**config.mk**
```make
export PLATFORM = sky130hd
export DESIGN_NAME = edcm_device_flat
export DESIGN_NICKNAME = d
export VERILOG_FILES = /design/src/edcm_pkg.sv /design/src/edcm_if.sv /design/src/edcm_device.sv /design/src/flat_wrapper.sv
export SDC_FILE = /design/constraint.sdc
export NUM_CORES = 1
export LEC_CHECK = 0
export BUFFER_PORTS_ARGS = -buffer_cell sky130_fd_sc_hd__buf_2
export CORE_MARGIN = 4
export CORE_UTILIZATION = 30
export CTS_CLUSTER_SIZE = 40
export DETAILED_ROUTE_END_ITERATION = 10
export PLACE_DENSITY = 0.54
export SYNTH_ARGS = -nofsm -noshare
export SYNTH_HDL_FRONTEND = slang
export SYNTH_SLANG_ARGS = --single-unit
```
**constraint.sdc**
```tcl
create_clock -name sys_clk -period 5.8 [get_ports sys_clk]
set_input_delay 0.58 -clock sys_clk [delete_from_list [all_inputs] [get_ports sys_clk]]
set_output_delay 0.58 -clock sys_clk [all_outputs]
set_load 0.005 [all_outputs]
```
**src/edcm_pkg.sv**
```systemverilog
package edcm_pkg;

  // ****************************************
  // Widths
  // ****************************************
  localparam int EDCM_DW = 64;
  localparam int EDCM_CW = 8;

  // ****************************************
  // Control encodings
  // ****************************************
  localparam logic [1:0] EDCM_CFG_INTERNAL = 2'h3;
  localparam logic [1:0] EDCM_DS_NORMAL = 2'h0;
  localparam logic [1:0] EDCM_DS_GEN = 2'h1;
  localparam logic [1:0] EDCM_DS_DIAGDET = 2'h2;
  localparam logic [1:0] EDCM_DS_SPECIAL = 2'h3;

  typedef enum {
    EDCM_DETECT, EDCM_CORRECT, EDCM_GENERATE, EDCM_DIAG_GEN,
    EDCM_DIAG_DETECT, EDCM_DIAG_CORRECT, EDCM_PASS, EDCM_INIT
  } edcm_mode_type;

  // ****************************************
  // Diagnostic latch field positions
  // ****************************************
  localparam int EDCM_DL_CHK = 0;
  localparam int EDCM_DL_LO_CFG = 8;
  localparam int EDCM_DL_LO_DS = 10;
  localparam int EDCM_DL_LO_COR = 12;
  localparam int EDCM_DL_UP_CFG = 40;
  localparam int EDCM_DL_UP_DS = 42;
  localparam int EDCM_DL_UP_COR = 44;
  localparam logic [63:0] EDCM_DL_RESET = 64'h0;

  // ****************************************
  // Controller register map (byte addresses)
  // ****************************************
  localparam logic [7:0] EDCM_REG_CTRL = 8'h00;
  localparam logic [7:0] EDCM_REG_DLO = 8'h04;
  localparam logic [7:0] EDCM_REG_DHI = 8'h08;
  localparam logic [7:0] EDCM_REG_CHK = 8'h0c;
  localparam logic [7:0] EDCM_REG_CMD = 8'h10;
  localparam logic [7:0] EDCM_REG_STAT = 8'h14;
  localparam logic [7:0] EDCM_REG_RLO = 8'h18;
  localparam logic [7:0] EDCM_REG_RHI = 8'h1c;
  localparam int EDCM_CMD_GO = 0;
  localparam int EDCM_CMD_DLOAD = 1;
  localparam logic [4:0] EDCM_CTRL_RESET = 5'h0;

endpackage

```
**src/edcm_if.sv**
```systemverilog
`timescale 1ns/1ps
`default_nettype none
interface edcm_if;
  import edcm_pkg::*;
  logic [EDCM_DW-1:0] data_in;
  logic [EDCM_CW-1:0] checkbit_in;
  logic in_strobe;
  logic diag_load;
  logic [1:0] config_select;
  logic [1:0] diag_select;
  logic correct_en;
  logic synd_drive_en;
  logic [EDCM_DW-1:0] data_out;
  logic [EDCM_CW-1:0] syndrome_checkbit_out;
  logic single_fault_flag_n;
  logic multi_fault_flag_n;
  logic out_valid;

  modport dev (
    input data_in, checkbit_in, in_strobe, diag_load, config_select, diag_select, correct_en, synd_drive_en,
    output data_out, syndrome_checkbit_out, single_fault_flag_n, multi_fault_flag_n, out_valid
  );
  modport ctl (
    output data_in, checkbit_in, in_strobe, diag_load, config_select, diag_select, correct_en, synd_drive_en,
    input data_out, syndrome_checkbit_out, single_fault_flag_n, multi_fault_flag_n, out_valid
  );
endinterface
`default_nettype wire

```
**src/edcm_device.sv**
```systemverilog
`timescale 1ns/1ps
`default_nettype none
module edcm_device (
  // Clock and reset
  input wire logic sys_clk,
  input wire logic sys_rst,
  // Link to controller
  edcm_if.dev dev
);
  import edcm_pkg::*;

  // ****************************************
  // Code tables
  // ****************************************
  // Column of the check matrix for data bit i, odd weight of at least three
  function automatic logic [7:0] col(input int i);
    logic [6:0] low;
    low = (i == 0) ? 7'h07 : {1'b1, i[5:0]};
    return {~^low, low};
  endfunction

  function automatic logic [7:0] gen_cb(input logic [63:0] d);
    logic [7:0] c;
    c = 8'h0;
    for (int i = 0; i < EDCM_DW; i++) begin
      if (d[i]) begin
        c = c ^ col(i);
      end
    end
    return c;
  endfunction

  function automatic edcm_mode_type mode_of(input logic [1:0] ds, input logic cor);
    edcm_mode_type m;
    case (ds)
      EDCM_DS_NORMAL: m = cor ? EDCM_CORRECT : EDCM_DETECT;
      EDCM_DS_GEN: m = cor ? EDCM_DIAG_GEN : EDCM_GENERATE;
      EDCM_DS_DIAGDET: m = cor ? EDCM_DIAG_CORRECT : EDCM_DIAG_DETECT;
      EDCM_DS_SPECIAL: m = cor ? EDCM_INIT : EDCM_PASS;
      default: m = EDCM_DETECT;
    endcase
    return m;
  endfunction

  function automatic logic corrects(input edcm_mode_type m);
    return (m == EDCM_CORRECT) || (m == EDCM_DIAG_CORRECT);
  endfunction

  function automatic logic flags_forced(input edcm_mode_type m);
    return (m == EDCM_PASS) || (m == EDCM_INIT) || (m == EDCM_GENERATE) || (m == EDCM_DIAG_GEN);
  endfunction

  // ****************************************
  // State
  // ****************************************
  typedef struct packed {
    logic [63:0] diag;
    logic [63:0] din;
    logic [7:0] cbin;
    logic [1:0] cfg;
    logic [1:0] ds;
    logic cor;
    logic pend;
    logic [63:0] dout;
    logic [7:0] synd;
    logic sf_n;
    logic mf_n;
    logic vld;
  } edcm_dev_state_type;

  edcm_dev_state_type s_q;
  edcm_dev_state_type s_d;

  // ****************************************
  // Working signals
  // ****************************************
  logic [63:0] flip;
  logic [7:0] gen;
  logic [7:0] syn;
  logic single;
  logic multi;
  edcm_mode_type mode_up;
  edcm_mode_type mode_lo;
  logic [31:0] lo_out;
  logic [31:0] up_out;

  // ****************************************
  // Next state
  // ****************************************
  always_comb begin
    s_d = s_q;
    s_d.vld = 1'b0;
    s_d.pend = 1'b0;
    flip = 64'h0;
    // Mode selection, internal control uses the latch fields
    if (s_q.cfg == EDCM_CFG_INTERNAL) begin
      mode_up = mode_of(s_q.diag[EDCM_DL_UP_DS +: 2], s_q.diag[EDCM_DL_UP_COR]);
      mode_lo = mode_of(s_q.diag[EDCM_DL_LO_DS +: 2], s_q.diag[EDCM_DL_LO_COR]);
    end else begin
      mode_up = mode_of(s_q.ds, s_q.cor);
      mode_lo = mode_up;
    end
    gen = gen_cb(s_q.din);
    // Upper-half diagnostic detect and correct modes compare against the latch check bits
    if (mode_up == EDCM_DIAG_DETECT || mode_up == EDCM_DIAG_CORRECT) begin
      syn = gen ^ s_q.diag[EDCM_DL_CHK +: EDCM_CW];
    end else begin
      syn = gen ^ s_q.cbin;
    end
    // Both halves decode the one upper syndrome
    for (int i = 0; i < EDCM_DW; i++) begin
      flip[i] = (syn == col(i));
    end
    single = (syn != 8'h0);
    multi = single && (~^syn || ($countones(syn) > 1 && flip == 64'h0));
    // Check-bit errors leave data untouched, flip stays zero
    lo_out = corrects(mode_lo) ? (s_q.din[31:0] ^ flip[31:0]) : s_q.din[31:0];
    up_out = corrects(mode_up) ? (s_q.din[63:32] ^ flip[63:32]) : s_q.din[63:32];
    if (mode_lo == EDCM_INIT) begin
      lo_out = 32'h0;
    end
    if (mode_up == EDCM_INIT) begin
      up_out = 32'h0;
    end
    if (s_q.pend) begin
      s_d.vld = 1'b1;
      s_d.dout = {up_out, lo_out};
      case (mode_up)
        EDCM_GENERATE: s_d.synd = gen;
        EDCM_DIAG_GEN: s_d.synd = s_q.diag[EDCM_DL_CHK +: EDCM_CW];
        EDCM_PASS: s_d.synd = s_q.cbin;
        EDCM_INIT: s_d.synd = gen_cb(64'h0);
        default: s_d.synd = syn;
      endcase
      if (!dev.synd_drive_en) begin
        s_d.synd = 8'h0;
      end
      if (flags_forced(mode_up)) begin
        s_d.sf_n = 1'b1;
        s_d.mf_n = 1'b1;
      end else begin
        s_d.sf_n = ~single;
        s_d.mf_n = ~multi;
      end
    end
    // Input latch and controls captured together
    if (dev.in_strobe) begin
      s_d.din = dev.data_in;
      s_d.cbin = dev.checkbit_in;
      s_d.cfg = dev.config_select;
      s_d.ds = dev.diag_select;
      s_d.cor = dev.correct_en;
      s_d.pend = 1'b1;
    end
    if (dev.diag_load) begin
      s_d.diag = dev.data_in;
    end
  end

  // ****************************************
  // Registers
  // ****************************************
  always_ff @(posedge sys_clk or posedge sys_rst) begin
    if (sys_rst) begin
      s_q <= '0;
      s_q.diag <= EDCM_DL_RESET;
      s_q.sf_n <= 1'b1;
      s_q.mf_n <= 1'b1;
    end else begin
      s_q <= s_d;
    end
  end

  // ****************************************
  // Outputs
  // ****************************************
  assign dev.data_out = s_q.dout;
  assign dev.syndrome_checkbit_out = s_q.synd;
  assign dev.single_fault_flag_n = s_q.sf_n;
  assign dev.multi_fault_flag_n = s_q.mf_n;
  assign dev.out_valid = s_q.vld;

endmodule
`default_nettype wire

```
**src/flat_wrapper.sv**
```systemverilog
// flat-port wrapper written by rule: the top's interface ports become plain ports
module edcm_device_flat import edcm_pkg::*;
  (sys_clk, sys_rst, dev_data_in, dev_checkbit_in, dev_in_strobe, dev_diag_load, dev_config_select, dev_diag_select, dev_correct_en, dev_synd_drive_en, dev_data_out, dev_syndrome_checkbit_out, dev_single_fault_flag_n, dev_multi_fault_flag_n, dev_out_valid);
  edcm_if dev_i ();
  input wire logic sys_clk;
  input wire logic sys_rst;
  input wire logic [$bits(dev_i.data_in)-1:0] dev_data_in;
  input wire logic [$bits(dev_i.checkbit_in)-1:0] dev_checkbit_in;
  input wire logic [$bits(dev_i.in_strobe)-1:0] dev_in_strobe;
  input wire logic [$bits(dev_i.diag_load)-1:0] dev_diag_load;
  input wire logic [$bits(dev_i.config_select)-1:0] dev_config_select;
  input wire logic [$bits(dev_i.diag_select)-1:0] dev_diag_select;
  input wire logic [$bits(dev_i.correct_en)-1:0] dev_correct_en;
  input wire logic [$bits(dev_i.synd_drive_en)-1:0] dev_synd_drive_en;
  output wire logic [$bits(dev_i.data_out)-1:0] dev_data_out;
  output wire logic [$bits(dev_i.syndrome_checkbit_out)-1:0] dev_syndrome_checkbit_out;
  output wire logic [$bits(dev_i.single_fault_flag_n)-1:0] dev_single_fault_flag_n;
  output wire logic [$bits(dev_i.multi_fault_flag_n)-1:0] dev_multi_fault_flag_n;
  output wire logic [$bits(dev_i.out_valid)-1:0] dev_out_valid;
  assign dev_i.data_in = dev_data_in;
  assign dev_i.checkbit_in = dev_checkbit_in;
  assign dev_i.in_strobe = dev_in_strobe;
  assign dev_i.diag_load = dev_diag_load;
  assign dev_i.config_select = dev_config_select;
  assign dev_i.diag_select = dev_diag_select;
  assign dev_i.correct_en = dev_correct_en;
  assign dev_i.synd_drive_en = dev_synd_drive_en;
  assign dev_data_out = dev_i.data_out;
  assign dev_syndrome_checkbit_out = dev_i.syndrome_checkbit_out;
  assign dev_single_fault_flag_n = dev_i.single_fault_flag_n;
  assign dev_multi_fault_flag_n = dev_i.multi_fault_flag_n;
  assign dev_out_valid = dev_i.out_valid;
  edcm_device u_core (.sys_clk(sys_clk), .sys_rst(sys_rst), .dev(dev_i));
endmodule
```
**Yosys cells after proc, flatten, opt, wreduce, memory -nomap -nowiden**

Cells that the tools add are included.

- Flip-flop bits (word level): 198
- Input bits: 82
- Output and inout port bits: 75

- Add/sub/neg operators: 7
- $lt $le $gt $ge: 1
- Equal/unequal tests: 88
- Muxes and demuxes: 91
- Bitwise gates (word level): 69
- Reductions and logical operators: 15

Operators by type and width:

| cell | count |
|---|---|
| $pmux W32 S4 | 3 |
| $mux W8 | 34 |
| $eq A8 B8 Y1 const B | 32 |
| $eq A8 B7 Y1 const B | 31 |
| $mux W7 | 31 |
| $eq A32 B4 Y1 const B | 6 |
| $mux W32 | 6 |
| $not A5 Y5 | 35 |
| $eq A32 B2 Y1 const B | 4 |
| $eq A32 B3 Y1 const B | 4 |
| $add A32 B32 Y32 | 3 |
| $logic_not A64 Y1 | 1 |
| $xor A32 B32 Y32 | 2 |
| $not A3 Y3 | 20 |
| $not A7 Y7 | 7 |
| $gt A32 B2 Y1 const B | 1 |
| $pmux W8 S4 | 1 |
| $xor A8 B8 Y8 | 2 |
| $eq A2 B2 Y1 const B | 7 |
| $mux W1 | 14 |
| $add A1 B1 Y2 | 4 |
| $eq A8 B3 Y1 const B | 1 |
| $reduce_bool A8 Y1 | 1 |
| $reduce_xnor A8 Y1 | 1 |
| other kinds (8) | 20 |

**Depth between registers and ports, before layout**

Gate-level depths: netlist (run 1).

- Word-level depth: 138
- Gate-level depth with buffers: 22

**Worst setup path after synthesis (run 1)**

Ideal clock, no wire load.

- Path type: register to register
- Start: reg u_core.s_q[120] (netlist bit)
- End: reg u_core.s_q, in the netlist u_core.dev.multi_fault_flag_n
- Setup time: 0.088 ns
- Arrival time: 4.955 ns
- Required time: 5.712 ns
- Path slack: 0.757 ns
- Cell stages (with the launch flop): 22
- Path through: dfrtp_1 > xnor3_1 > xnor3_1 > xnor2_1 > xnor3_2 > xnor2_4 > xnor2_4 > inv_2 > buf_2 > nor2_1 > inv_1 > fa_1 > fa_1 > inv_1 > ha_1 > inv_1 > fa_1 > nand3b_1 > nand2_1 > nor3_1 > a21o_1 > a21oi_1

- Cells in the longest elaborated chain, start to end: 76
- Elaborated cells on any way between the ends: 148
- Classes of those cells: 7 x add/sub; 1 x order compare; 64 x eq/ne; 35 x mux; 35 x bitwise; 6 x reduce/logical

Ends and longest elaborated chain:

| element | line | RTL |
|---|---|---|
| start: declaration | edcm_device.sv:71 | `edcm_dev_state_type s_q;` |
| $mux W8 (*) | edcm_device.sv:26 | `if (d[i]) begin` |
| $not A3 Y3 (no line) | -- |  |
| $mux W8 (*) | edcm_device.sv:26 |  |
| $not A3 Y3 (no line) | -- |  |
| $mux W7 | edcm_device.sv:26 |  |
| $not A3 Y3 (no line) | -- |  |
| $mux W7 | edcm_device.sv:26 |  |
| $not A5 Y5 (no line) | -- |  |
| [... 59 more ...] | -- |  |
| $add A1 B1 Y2 (implied by the code) | edcm_device.sv:115 | `multi = single && (~^syn \|\| ($countones(syn) > 1 && flip == 64'h0));` |
| $add A32 B32 Y32 (implied by the code) (2 in series) | edcm_device.sv:115 |  |
| $gt A32 B2 Y1 | edcm_device.sv:115 |  |
| $logic_and A1 B1 Y1 | edcm_device.sv:115 |  |
| $logic_or A1 B1 Y1 | edcm_device.sv:115 |  |
| $logic_and A1 B1 Y1 (*) | edcm_device.sv:115 |  |
| $not A1 Y1 (*) | edcm_device.sv:143 | `s_d.mf_n = ~multi;` |
| $mux W2 (*) | edcm_device.sv:138 | `if (flags_forced(mode_up)) begin` |

Mark *: on every way between the ends. The rest lies on a longest branch, timed or not.
A chain may end at the register's enable or synchronous reset.

**Worst setup path after layout (run 1)**

- Start: reg u_core.s_q[127] (netlist bit)
- End: reg u_core.s_q, in the netlist u_core.dev.multi_fault_flag_n

- Cells in the longest elaborated chain, start to end: 62
- Elaborated cells on any way between the ends: 134
- Classes of those cells: 7 x add/sub; 1 x order compare; 64 x eq/ne; 28 x mux; 28 x bitwise; 6 x reduce/logical

Ends and longest elaborated chain:

| element | line |
|---|---|
| $mux W8 (*) | edcm_device.sv:26 |
| $not A5 Y5 (no line) | -- |
| $mux W7 | edcm_device.sv:26 |
| $not A3 Y3 (no line) | -- |
| $mux W7 | edcm_device.sv:26 |
| $not A5 Y5 (no line) | -- |
| $mux W8 (*) | edcm_device.sv:26 |
| $not A5 Y5 (no line) | -- |
| [... 45 more ...] | -- |
| $add A1 B1 Y2 (implied by the code) | edcm_device.sv:115 |
| $add A32 B32 Y32 (implied by the code) (2 in series) | edcm_device.sv:115 |
| $gt A32 B2 Y1 | edcm_device.sv:115 |
| $logic_and A1 B1 Y1 | edcm_device.sv:115 |
| $logic_or A1 B1 Y1 | edcm_device.sv:115 |
| $logic_and A1 B1 Y1 (*) | edcm_device.sv:115 |
| $not A1 Y1 (*) | edcm_device.sv:143 |
| $mux W2 (*) | edcm_device.sv:138 |

Marks and branches as above.

==> results of run 1 <==
sequential cells by signal (all words and copies together) (netlist names):
signal                            flops
u_core.dev.syndrome_checkbit_out      8
u_core.dev.data_out                  64
u_core.dev.multi_fault_flag_n         1
u_core.dev.out_valid                  1
u_core.dev.single_fault_flag_n        1
u_core.s_q                           92
path summary, 6_finish.rpt:
path | start | to | slack (ns) | cells after the start
max in group asynchronous | sys_rst | u_core.s_q[119]$_DFFE_PP0P_ | 4.54 | 3
worst min register to register | u_core.dev.data_out[48]$_DFFE_PP0P_ | u_core.dev.data_out[48]$_DFFE_PP0P_ | 0.49 | 2
min in group sys_clk | dev_diag_select[0] | u_core.s_q[77]$_DFFE_PP0P_ | 0.35 | 3
worst min-delay path | sys_rst | u_core.s_q[76]$_DFFE_PP0P_ | 0.24 | 2
worst max-delay path | u_core.s_q[127]$_DFFE_PP0P_ | u_core.dev.multi_fault_flag_n$_DFFE_PP1P_ | 0.54 | 19
worst max register to register | u_core.s_q[127]$_DFFE_PP0P_ | u_core.dev.multi_fault_flag_n$_DFFE_PP1P_ | 0.54 | 19
cells by family (layout without fill, tap and decap cells):
logic type	count (synthesis)	count (layout)	synth area share, %
and+or+nand+nor	268	268	11.34
AOI/OAI and AO/OA	184	184	13.64
buffers and inverters	179	236	8.814
DFF	167	167	37.86
xor gates and xnor gates	132	132	14.95
muxes	107	107	10.74
adders and majority gates	21	21	2.651
synthesized netlist by cell type (3+ instances only):
| master | count |
|---|---|
| nand3_1 | 16 |
| a41oi_1 | 38 |
| nand4_1 | 5 |
| xor2_1 | 22 |
| ha_1 | 17 |
| buf_2 | 10 |
| o2111ai_1 | 4 |
| a22oi_1 | 3 |
| and3_1 | 10 |
| mux2i_1 | 15 |
| xnor3_1 | 30 |
| nor2_1 | 77 |
| mux2_2 | 92 |
| a311o_1 | 9 |
| and2_1 | 14 |
| dfrtp_1 | 165 |
| o311ai_1 | 16 |
| nor4_1 | 31 |
| inv_1 | 25 |
| clkbuf_1 | 64 |
| o21ai_0 | 24 |
| a221o_1 | 41 |
| nor3_1 | 6 |
| buf_4 | 77 |
| a22o_1 | 10 |
| nor2b_1 | 7 |
| nand2_1 | 87 |
| or3_1 | 8 |
| a31oi_1 | 9 |
| a21oi_1 | 11 |
| fa_1 | 4 |
| xnor2_1 | 74 |
metrics by stage:
stage               cells  utilization [%]  setup WS, ns  hold WS, ns  cell area [sq um]
global route         1583            33.82        0.2781       0.2896              12320
floorplan            1058                -        0.7049       0.4529              11040
global placement     1552            32.21        0.5783       0.4760              11740
detailed placement   1552            32.21        0.5805       0.4772              11740
finish               1583            33.82        0.5397       0.2368              12320
CTS                  1583            33.82        0.5746       0.2564              12320
layer usage:
metal	part of all wire (%)	track usage [%]	vias up
met3	7.2	4.213	64
met1	44	27.99	4307
met5	0	0	-
met4	2.6	5.987	0
li1	-	-	3855
met2	46	31.87	399
worst reg2reg max path: cells and delay by family (launching register included):
family                   cells  cell delay [ns]
AO/OA/AOI/OAI                2             0.19
AND/OR/NAND/NOR              3             0.36
XOR/XNOR                     5             2.05
adder cells (fa/ha/maj)      5             1.78
flip-flops                   1             0.49
buffers and inverters        4             0.30
layout make-up:
| cell class | count | area (sq um) |
|---|---|---|
| multi-input combinational | 712 | 5903 |
| clock inverter | 11 | 126.4 |
| inverter | 27 | 106.4 |
| timing repair buffer | 178 | 960.9 |
| sequential | 167 | 4182 |
| clock buffer | 20 | 456.7 |
| tap | 468 | 585.6 |
| fill | 3738 | 24110 |
placed cells by master, fill, tap and decap left out, types with 3 or more instances in the layout:
master,count
a21oi_1,11
a221o_1,41
a22o_1,10
a22oi_1,3
a311o_1,9
a31oi_1,9
a41oi_1,38
and2_1,14
and3_1,10
buf_2,155
buf_4,22
clkbuf_16,17
clkinv_4,3
clkinvlp_4,4
dfrtp_1,165
fa_1,4
ha_1,17
inv_1,23
inv_2,3
mux2_2,92
mux2i_1,15
nand2_1,87
nand3_1,16
nand4_1,5
nor2_1,76
nor2b_1,7
nor3_1,6
nor4_1,31
o2111ai_1,4
o21ai_0,24
o311ai_1,16
or3_1,8
xnor2_1,74
xnor2_4,3
xnor3_1,30
xor2_1,22
==> metrics.cfg, run 1 <==
[logic_synthesis]
yosys_warnings = 0
synth_edf_count = 0
ys_top_cells_by_area = dfrtp_1 (37%), mux2_2 (9.4%), xnor3_1 (6.1%)
synth.largest_area_cell = dfrtp_1
synth_fp_nets = 1161
ys_types = 58
ys_seq_area_share_pct = 37.86
synth-seq-cells = 167
avgSynthCellArea_sq_um = 10.44
synthArstFlopShare_pct = 100.0
synthCells = 1058
syn_area_sq_um = 11040
synth_ff_type = dfrtp_1
yosys.area.top_type_share_pct = 37.39

[clock_tree]
max-clock-path-buffers = 2
cts_sinks = 167
cts_resized = 0
cts_root_buffer = clkbuf_16
clkLatencyLatePin_ns = 0.44
cts_setup_buffers = 0
htreeDepth = 4
cts_buffers = 17
clkTransAtPathRegs_ns = 0.07
hold_buffers = 0
cts_tree = built

[placement]
gp_congestion = 0.9378
io_buffers = 156
dp_hpwl_microns = 29230

[sta]
finalCriticalPeriod_ns = 5.260
finalSetupTns_ns = 0
max_slew_margin_pct = 26.78
tightest_slew_ns = 1.094
finClkSkew_ns = 0.01190
drv_slew = 0
rsz0062_at_grt = no
hold_viol_final = 0
max_freq_mhz = 190.1
period_share_pct = 90.69
setup_viol = 0

[floorplan]
start_util_pct = 30.31
num_rows = 70
die_h_microns = 199.9
die-area_sq_um = 39950
fp.dieW_microns = 199.9
core_region_area_sq_um = 36430
ios = 157

[grt]
grt_use_total_pct = 20.14
grt.overflow.total = 0
antenna_found_initial = 0
grt_pass1_vias = 8647
grt_pass1_wl_microns = 59250
grt_max_degree = 103

[flow_run]
timing.max_cap.violations = 0

[route]
ant_nets = 0
vias = 8625
viasPerCell = 5.449
drtPass1Iterations = 5
wirelength_microns = 40700
wl_per_cell_microns = 25.71
drc = 0
drt_iter0_drc = 1002

[final_layout]
nets = 1206
drive_gt1_share_pct = 28.25
antennaDiodeCount = 0
areaGrowthSynthToFinish_pct = 11.56

[setup_path]
crit_fanout = 5
cp_data_arrival_time_ns = 5.63
endpoint_kind = flop
required_ns = 6.17
path_common_cell = inv_1
cp_top_family = XOR/XNOR gates
critPathLaunchType = flop
crit_type = reg2reg
crit_chain = xnor2_1 > xnor2_1 > xnor3_1 > xnor3_1 > xor2_1 > inv_1 > ha_1 > inv_1 > fa_1 > fa_1 > inv_1 > ha_1 > inv_1 > fa_1 > nand3b_1 > nand2_1 > nor3_1 > a21o_1 > a21oi_1
cp.buffers_inverters = 4
critPathMaxStageDelay_ns = 0.60
cp_slowest_cell = xnor3_1

[hold_path]
hold_path.class = in2async

[run_status]
outcome = finished, final reports clean

Power of run 1 is left out: the tool's default activity adds up to more than one toggle a clock period on the data nets, which glitch-free logic cannot reach.
==> run 2, diff against run 1 <==
- ABC_AREA: default -> 1
- SKIP_CTS_REPAIR_TIMING: default -> 1
==> run 2 against run 1 <==
Effect of this change:
- clock skew increased by 0.0096 ns
- non-clock buffer count down 6
- critical path type unchanged
- die area grew 7.1%
==> metrics.cfg, run 2 <==
[logic_synthesis]
syn_area_sq_um = 11860  ; was 11,040 sq um
yosys.area.top_type_share_pct = 34.81  ; was 37.39%
synth_edf_count = 0  ; unchanged
avgSynthCellArea_sq_um = 7.919  ; was 10.44 sq um
synth.largest_area_cell = dfrtp_1  ; unchanged
synth-simple-area-share_pct = 21.74  ; was 11.34%
synth_ff_type = dfrtp_1  ; unchanged
ys_top_cells_by_area = dfrtp_1 (35%), nand2_1 (11%), xor2_1 (7.3%)  ; was dfrtp_1 (37%), mux2_2 (9.4%), xnor3_1 (6.1%)
ys_seq_area_share_pct = 35.25  ; was 37.86%
synth-seq-cells = 167  ; unchanged
synth-compound-area-share_pct = 10.98  ; was 13.64%
yosys_warnings = 0  ; unchanged
synthArstFlopShare_pct = 100.0  ; unchanged
synth_fp_nets = 1601  ; was 1,161
synthCells = 1498  ; was 1,058
synth_adder_area_share_pct = 2.468  ; was 2.651%
synth_most_common_cell = nand2_1  ; was dfrtp_1
ys_types = 45  ; was 58
synthXorXnorAreaFrac_pct = 14.23  ; was 14.95%
synth_top_family_by_area = simple AND/OR/NAND/NOR gates  ; was XOR/XNOR gates
synth_commonest_cells = nand2_1 (357), dfrtp_1 (165), o21ai_0 (132), inv_1 (121), xor2_1 (99)  ; was dfrtp_1 (165), mux2_2 (92), nand2_1 (87), buf_4 (77), nor2_1 (77)
synthMuxAreaShare_pct = 2.183  ; was 10.74%

[floorplan]
ios = 157  ; unchanged
die-area_sq_um = 42790  ; was 39,950 sq um
num_rows = 72  ; was 70
start_util_pct = 30.55  ; was 30.31%
core_region_area_sq_um = 38830  ; was 36,430 sq um
die_h_microns = 206.9  ; was 199.9 microns
fp.dieW_microns = 206.9  ; was 199.9 microns

[grt]
grt_max_degree = 93  ; was 103
antenna_found_initial = 0  ; unchanged
grt.overflow.total = 0  ; unchanged
grt_pass1_wl_microns = 65610  ; was 59,250 microns
grt_use_total_pct = 20.83  ; was 20.14%
grt_pass1_vias = 10040  ; was 8,647

[setup_path]
required_ns = 6.18  ; was 6.17 ns
rrSetupSlack_ns = 0.51  ; was 0.54 ns
regToRegStartpoint = u_core.s_q[149]$_DFFE_PP0P_  ; was u_core.s_q[127]$_DFFE_PP0P_
cp_top_family = adder cells  ; was XOR/XNOR gates
reg2reg_depth = 25  ; was 19
r2r-end = u_core.dev.multi_fault_flag_n$_DFFE_PP1P_  ; unchanged
crit_fanout = 6  ; was 5
endpoint_kind = flop  ; unchanged
crit_type = reg2reg  ; unchanged
critPathMaxStageDelay_ns = 0.54  ; was 0.60 ns
cp.buffers_inverters = 3  ; was 4
path_common_cell = nand2_1  ; was inv_1
critPathLaunchType = flop  ; unchanged
cp_data_arrival_time_ns = 5.67  ; was 5.63 ns
cp_slowest_cell = fa_1  ; was xnor3_1

[clock_tree]
max-clock-path-buffers = 2  ; unchanged
cts_root_buffer = clkbuf_16  ; unchanged
cts_tree = built  ; unchanged
cts_sinks = 167  ; unchanged
clkLatencyLatePin_ns = 0.46  ; was 0.44 ns
cts_buffers = 17  ; unchanged
htreeDepth = 4  ; unchanged
clkTransAtPathRegs_ns = 0.08  ; was 0.07 ns

[sta]
rsz0062_at_grt = no  ; unchanged
max_freq_mhz = 189.1  ; was 190.1 MHz
setup_viol = 0  ; unchanged
tightest_slew_ns = 1.073  ; was 1.094 ns
finClkSkew_ns = 0.02153  ; was 0.01190 ns
drv_slew = 0  ; unchanged
finalSetupTns_ns = 0  ; unchanged
max_slew_margin_pct = 28.42  ; was 26.78%
finalCriticalPeriod_ns = 5.287  ; was 5.260 ns
period_share_pct = 91.16  ; was 90.69%
hold_viol_final = 0  ; unchanged

[final_layout]
regMostFlops = u_core.s_q  ; unchanged
multi_input_area_sq_um = 6161  ; was 5903 sq um
mostFrequentLayoutCells = nand2_1 (357), dfrtp_1 (165), buf_2 (155), o21ai_0 (132), inv_1 (119)  ; was dfrtp_1 (165), buf_2 (155), mux2_2 (92), nand2_1 (87), nor2_1 (76)
nets = 1633  ; was 1,206
antennaDiodeCount = 0  ; unchanged
fin_cells = 2061  ; was 1,583
stdcell_area_sq_um = 13090  ; was 12,320 sq um
layout_commonest_cell = nand2_1  ; was dfrtp_1
areaGrowthSynthToFinish_pct = 10.34  ; was 11.56%
drive_gt1_share_pct = 18.86  ; was 28.25%
largest_reg_flops = 92  ; unchanged
fill_cells = 4171  ; was 3,738
seqCellArea_sq_um = 4182  ; unchanged

[placement]
gp_congestion = 0.9929  ; was 0.9378
dp_hpwl_microns = 33950  ; was 29,230 microns
placed_cell_area_sq_um = 12440  ; was 11,740 sq um
io_buffers = 156  ; unchanged
dp.cells = 2027  ; was 1,552

[pwr]
ir_worst_vdd_v = 0.0006094
p_seq_share_pct = 17.9
p_comb_share_pct = 67.9
p_int_mw = 3.934
swShare_pct = 53.08
power.leakage_nw = 6.434
powerDensity_nw_per_um2 = 640.6
p_switching_mw = 4.451
clock_power_share_pct = 14.1

[route]
wl_met3_microns = 2648  ; was 2912 microns
wl_met1_microns = 20710  ; was 18,050 microns
drc = 0  ; unchanged
ant_nets = 0  ; unchanged
drt_iter0_drc = 930  ; was 1,002
viasPerCell = 4.968  ; was 5.449
wirelength_microns = 44440  ; was 40,700 microns
wl_met2_microns = 19560  ; was 18,660 microns
drtPass1Iterations = 7  ; was 5
maxUsedRoutingLayer = met4  ; unchanged
wl_per_cell_microns = 21.56  ; was 25.71 microns
vias = 10240  ; was 8,625

[run_status]
outcome = finished, final reports clean  ; unchanged

[flow_run]
timing.max_cap.violations = 0  ; unchanged

[hold_path]
hold_path.class = in2async  ; unchanged

## run 2: worst register-to-register path: stages, from the launching register on
cell and delay, ns:
dfrtp_1 0.50, xnor2_1 0.33, xnor2_1 0.13, xnor2_1 0.32
xor2_1 0.30, xor2_1 0.15, xnor2_2 0.32, xor2_2 0.27
ha_1 0.32, inv_1 0.08, fa_1 0.47, fa_1 0.54
inv_1 0.04, ha_1 0.18, inv_1 0.06, fa_1 0.40
nand3b_1 0.09, nand2_1 0.06, nor3_1 0.14, nand3_1 0.10
nor2_1 0.09, nand2_1 0.05, nor2_1 0.10, nand2_1 0.06
nand2_1 0.07, a21oi_2 0.05
## run 2: logic make-up after synthesis
family | Yosys count
AND/OR/NAND/NOR | 580
buffers and inverters | 311
AO/OA/AOI/OAI | 205
XOR/XNOR | 191
flip-flops | 167
multiplexers | 23
adder cells (fa/ha/maj) | 21
## run 2: area by class of cell
class / instances / area share (%)
well taps: 518 / 4.952
multi-input cells: 1020 / 47.07
flip-flops and latches: 167 / 31.95
clock inverters: 13 / 1.109
inverters: 152 / 4.445
repair buffers: 172 / 7.093
clock buffers: 19 / 3.384
## run 2: layer usage
| metal | global-route usage, % | vias to the layer above |
|---|---|---|
| met5 | 0 | - |
| met4 | 7.247 | 0 |
| met3 | 4.109 | 58 |
| met2 | 31.69 | 332 |
| met1 | 29.64 | 4998 |
| li1 | - | 4852 |
## run 2: worst max-delay path by stage
stage	slack, ns	end	startpoint	cells past startpoint
global route	0.04	u_core.dev.multi_fault_flag_n$_DFFE_PP1P_	u_core.s_q[120]$_DFFE_PP0P_	25
CTS	0.29	u_core.dev.multi_fault_flag_n$_DFFE_PP1P_	u_core.s_q[102]$_DFFE_PP0P_	30
global placement	0.24	u_core.dev.multi_fault_flag_n$_DFFE_PP1P_	u_core.s_q[102]$_DFFE_PP0P_	30
floorplan	0.70	u_core.dev.data_out[0]$_DFFE_PP0P_	sys_rst	1
finish	0.51	u_core.dev.multi_fault_flag_n$_DFFE_PP1P_	u_core.s_q[149]$_DFFE_PP0P_	25
detailed placement	0.32	u_core.dev.multi_fault_flag_n$_DFFE_PP1P_	u_core.s_q[102]$_DFFE_PP0P_	30
## run 2: power groups by stage
stage          Clock [mW]  Sequential, mW  Combinational [mW]
6_report             1.18            1.50                5.70
2_1_floorplan           0            1.42                4.18
3_3_place_gp            0            1.52                5.66
3_5_place_dp            0            1.52                5.60
4_1_cts              1.22            1.50                5.63
5_1_grt              1.26            1.52                6.39
## run 2: stage by stage
step                      util [%]  setup slack [ns]  power (mW)  hold slack [ns]
after floorplan                  -            0.7049       5.608           0.4502
after global placement       32.04            0.2435       7.186           0.4638
after detailed placement     32.04            0.3240       7.126           0.4618
after CTS                    33.55            0.2861       8.353           0.3086
after global routing         33.71           0.04017       9.178           0.3230
final                        33.71            0.5127       8.384           0.3104
(Power assumes the default switching activity.)
==> run 3, diff against run 2 <==
- CELL_PAD_IN_SITES_DETAIL_PLACEMENT: default -> 0
- CELL_PAD_IN_SITES_GLOBAL_PLACEMENT: default -> 1
- PLACE_DENSITY: 0.54 -> 0.66
==> run 3 against run 2 <==
Effect of this change:
- combinational power decreased by 2%
- via count down 0.30%
- count of clock-buffer cells in the layout fell by 2
- global-route usage grew 0.20 points
- clock skew fell by 0.0037 ns
- sequential power barely moved
- die area did not move
- critical endpoint unchanged
- largest cell class unchanged
- largest power group unchanged
==> metrics.cfg, run 3 (same netlist as run 2, synthesis figures left out) <==
[setup_path]
required_ns = 6.18  ; about the same
critPathMaxStageDelay_ns = 0.61  ; was 0.54 ns
path_common_cell = nand2_1  ; unchanged
critPathLaunchType = flop  ; unchanged
cp.buffers_inverters = 5  ; was 3
crit_fanout = 7  ; was 6
rrSetupSlack_ns = 0.43  ; was 0.51 ns
endpoint_kind = flop  ; unchanged
crit_type = reg2reg  ; unchanged
cp_slowest_cell = dfrtp_1  ; was fa_1
cp_top_family = adder cells  ; unchanged
cp_data_arrival_time_ns = 5.75  ; was 5.67 ns

[placement]
io_buffers = 156  ; unchanged
dp_hpwl_microns = 34380  ; was 33,950 microns
placed_cell_area_sq_um = 12420  ; was 12,440 sq um
dp.cells = 2026  ; was 2,027
post-place-ws_ns = 0.4662  ; was 0.3240 ns
gp_congestion = 0.9442  ; was 0.9929

[run_status]
outcome = finished, final reports clean  ; unchanged

[final_layout]
largest_reg_flops = 92  ; unchanged
layout_commonest_cell = nand2_1  ; unchanged
nets = 1630  ; was 1,633
multi_input_area_sq_um = 6133  ; was 6161 sq um
fill_cells = 4156  ; was 4,171
stdcell_area_sq_um = 13010  ; was 13,090 sq um
drive_gt1_share_pct = 18.51  ; was 18.86%
mostFrequentLayoutCells = nand2_1 (357), dfrtp_1 (165), buf_2 (155), o21ai_0 (132), inv_1 (120)  ; was nand2_1 (357), dfrtp_1 (165), buf_2 (155), o21ai_0 (132), inv_1 (119)
antennaDiodeCount = 0  ; unchanged
final_core_util_pct = 33.51  ; was 33.71%
areaGrowthSynthToFinish_pct = 9.693  ; was 10.34%
regMostFlops = u_core.s_q  ; unchanged
seqCellArea_sq_um = 4182  ; unchanged
fin_cells = 2058  ; was 2,061

[pwr]
ir_worst_vdd_v = 0.0005768  ; was 0.0006094 V
powerDensity_nw_per_um2 = 639.6  ; was 640.6 nW/um^2
power.leakage_nw = 6.403  ; was 6.434 nW
finalPower_mw = 8.323  ; was 8.384 mW

[grt]
grt_pass1_wl_microns = 66100  ; was 65,610 microns
grt.overflow.total = 0  ; unchanged
grt_pass1_vias = 9848  ; was 10.04k
antenna_found_initial = 0  ; unchanged
grt_max_degree = 75  ; was 93
grt_use_total_pct = 21.04  ; was 20.83%

[sta]
finalCriticalPeriod_ns = 5.371  ; was 5.287 ns
finClkSkew_ns = 0.01778  ; was 0.02153 ns
setup_ws_ns = 0.4288  ; was 0.5127 ns
period_share_pct = 92.61  ; was 91.16%
drv_slew = 0  ; unchanged
rsz0062_at_grt = no  ; unchanged
max_slew_margin_pct = 27.76  ; was 28.42%
max_freq_mhz = 186.2  ; was 189.1 MHz
hold_viol_final = 0  ; unchanged
whs_ns = 0.2110  ; was 0.3104 ns
setup_viol = 0  ; unchanged
tightest_slew_ns = 1.082  ; was 1.073 ns
finalSetupTns_ns = 0  ; unchanged

[hold_path]
hold_path.class = in2async  ; unchanged

[clock_tree]
max-clock-path-buffers = 2  ; unchanged
cts_sinks = 167  ; unchanged
cts_buffers = 17  ; unchanged
clkLatencyLatePin_ns = 0.46  ; about the same
htreeDepth = 4  ; unchanged
clkTransAtPathRegs_ns = 0.07  ; was 0.08 ns
cts_root_buffer = clkbuf_16  ; unchanged
cts_tree = built  ; unchanged

[floorplan]
fp.dieW_microns = 206.9  ; unchanged
core_region_area_sq_um = 38830  ; unchanged
num_rows = 72  ; unchanged
die-area_sq_um = 42790  ; unchanged
start_util_pct = 30.55  ; unchanged
die_h_microns = 206.9  ; unchanged
ios = 157  ; unchanged

[route]
wirelength_microns = 44820  ; was 44,440 microns
drt_iter0_drc = 824  ; was 930
ant_nets = 0  ; unchanged
wl_per_cell_microns = 21.78  ; was 21.56 microns
drc = 0  ; unchanged
vias = 10210  ; was 10.24k
drtPass1Iterations = 5  ; was 7
viasPerCell = 4.961  ; was 4.968

[flow_run]
timing.max_cap.violations = 0  ; unchanged

-- run 3: area by class of cell --
type	instances	area share, %
clock buffers	17	3.269
clock inverters	15	1.269
inverters	152	4.442
multi-input cells	1020	47.13
flip-flops and latches	167	32.13
well taps	518	4.981
repair buffers	169	6.769
-- run 3: path summary, 6_finish.rpt --
path | end | cells past startpoint | startpoint
worst max register to register | u_core.dev.multi_fault_flag_n$_DFFE_PP1P_ | 29 | u_core.s_q[103]$_DFFE_PP0P_
worst min register to register | u_core.dev.syndrome_checkbit_out[5]$_DFFE_PP0P_ | 2 | u_core.dev.syndrome_checkbit_out[5]$_DFFE_PP0P_
worst max-delay path | u_core.dev.multi_fault_flag_n$_DFFE_PP1P_ | 29 | u_core.s_q[103]$_DFFE_PP0P_
worst min-delay path | u_core.dev.data_out[26]$_DFFE_PP0P_ | 2 | sys_rst
max in group asynchronous | u_core.s_q[93]$_DFFE_PP0P_ | 3 | sys_rst
min in group sys_clk | u_core.s_q[144]$_DFFE_PP0P_ | 3 | dev_data_in[55]
-- run 3: power breakdown --
part / internal (mW) / switching [mW]
logic: 1.91 / 3.69
registers: 1.33 / 0.184
clock network: 0.645 / 0.561
-- run 3: per-layer routing --
layer	part of all wire, %	wire length, microns	vias up	GRT usage [%]
met3	6.2	2768	62	3.703
met4	3.4	1526	0	7.389
met2	43	19490	364	31.14
met5	0	0	-	0
li1	-	-	4847	-
met1	47	21030	4936	30.90
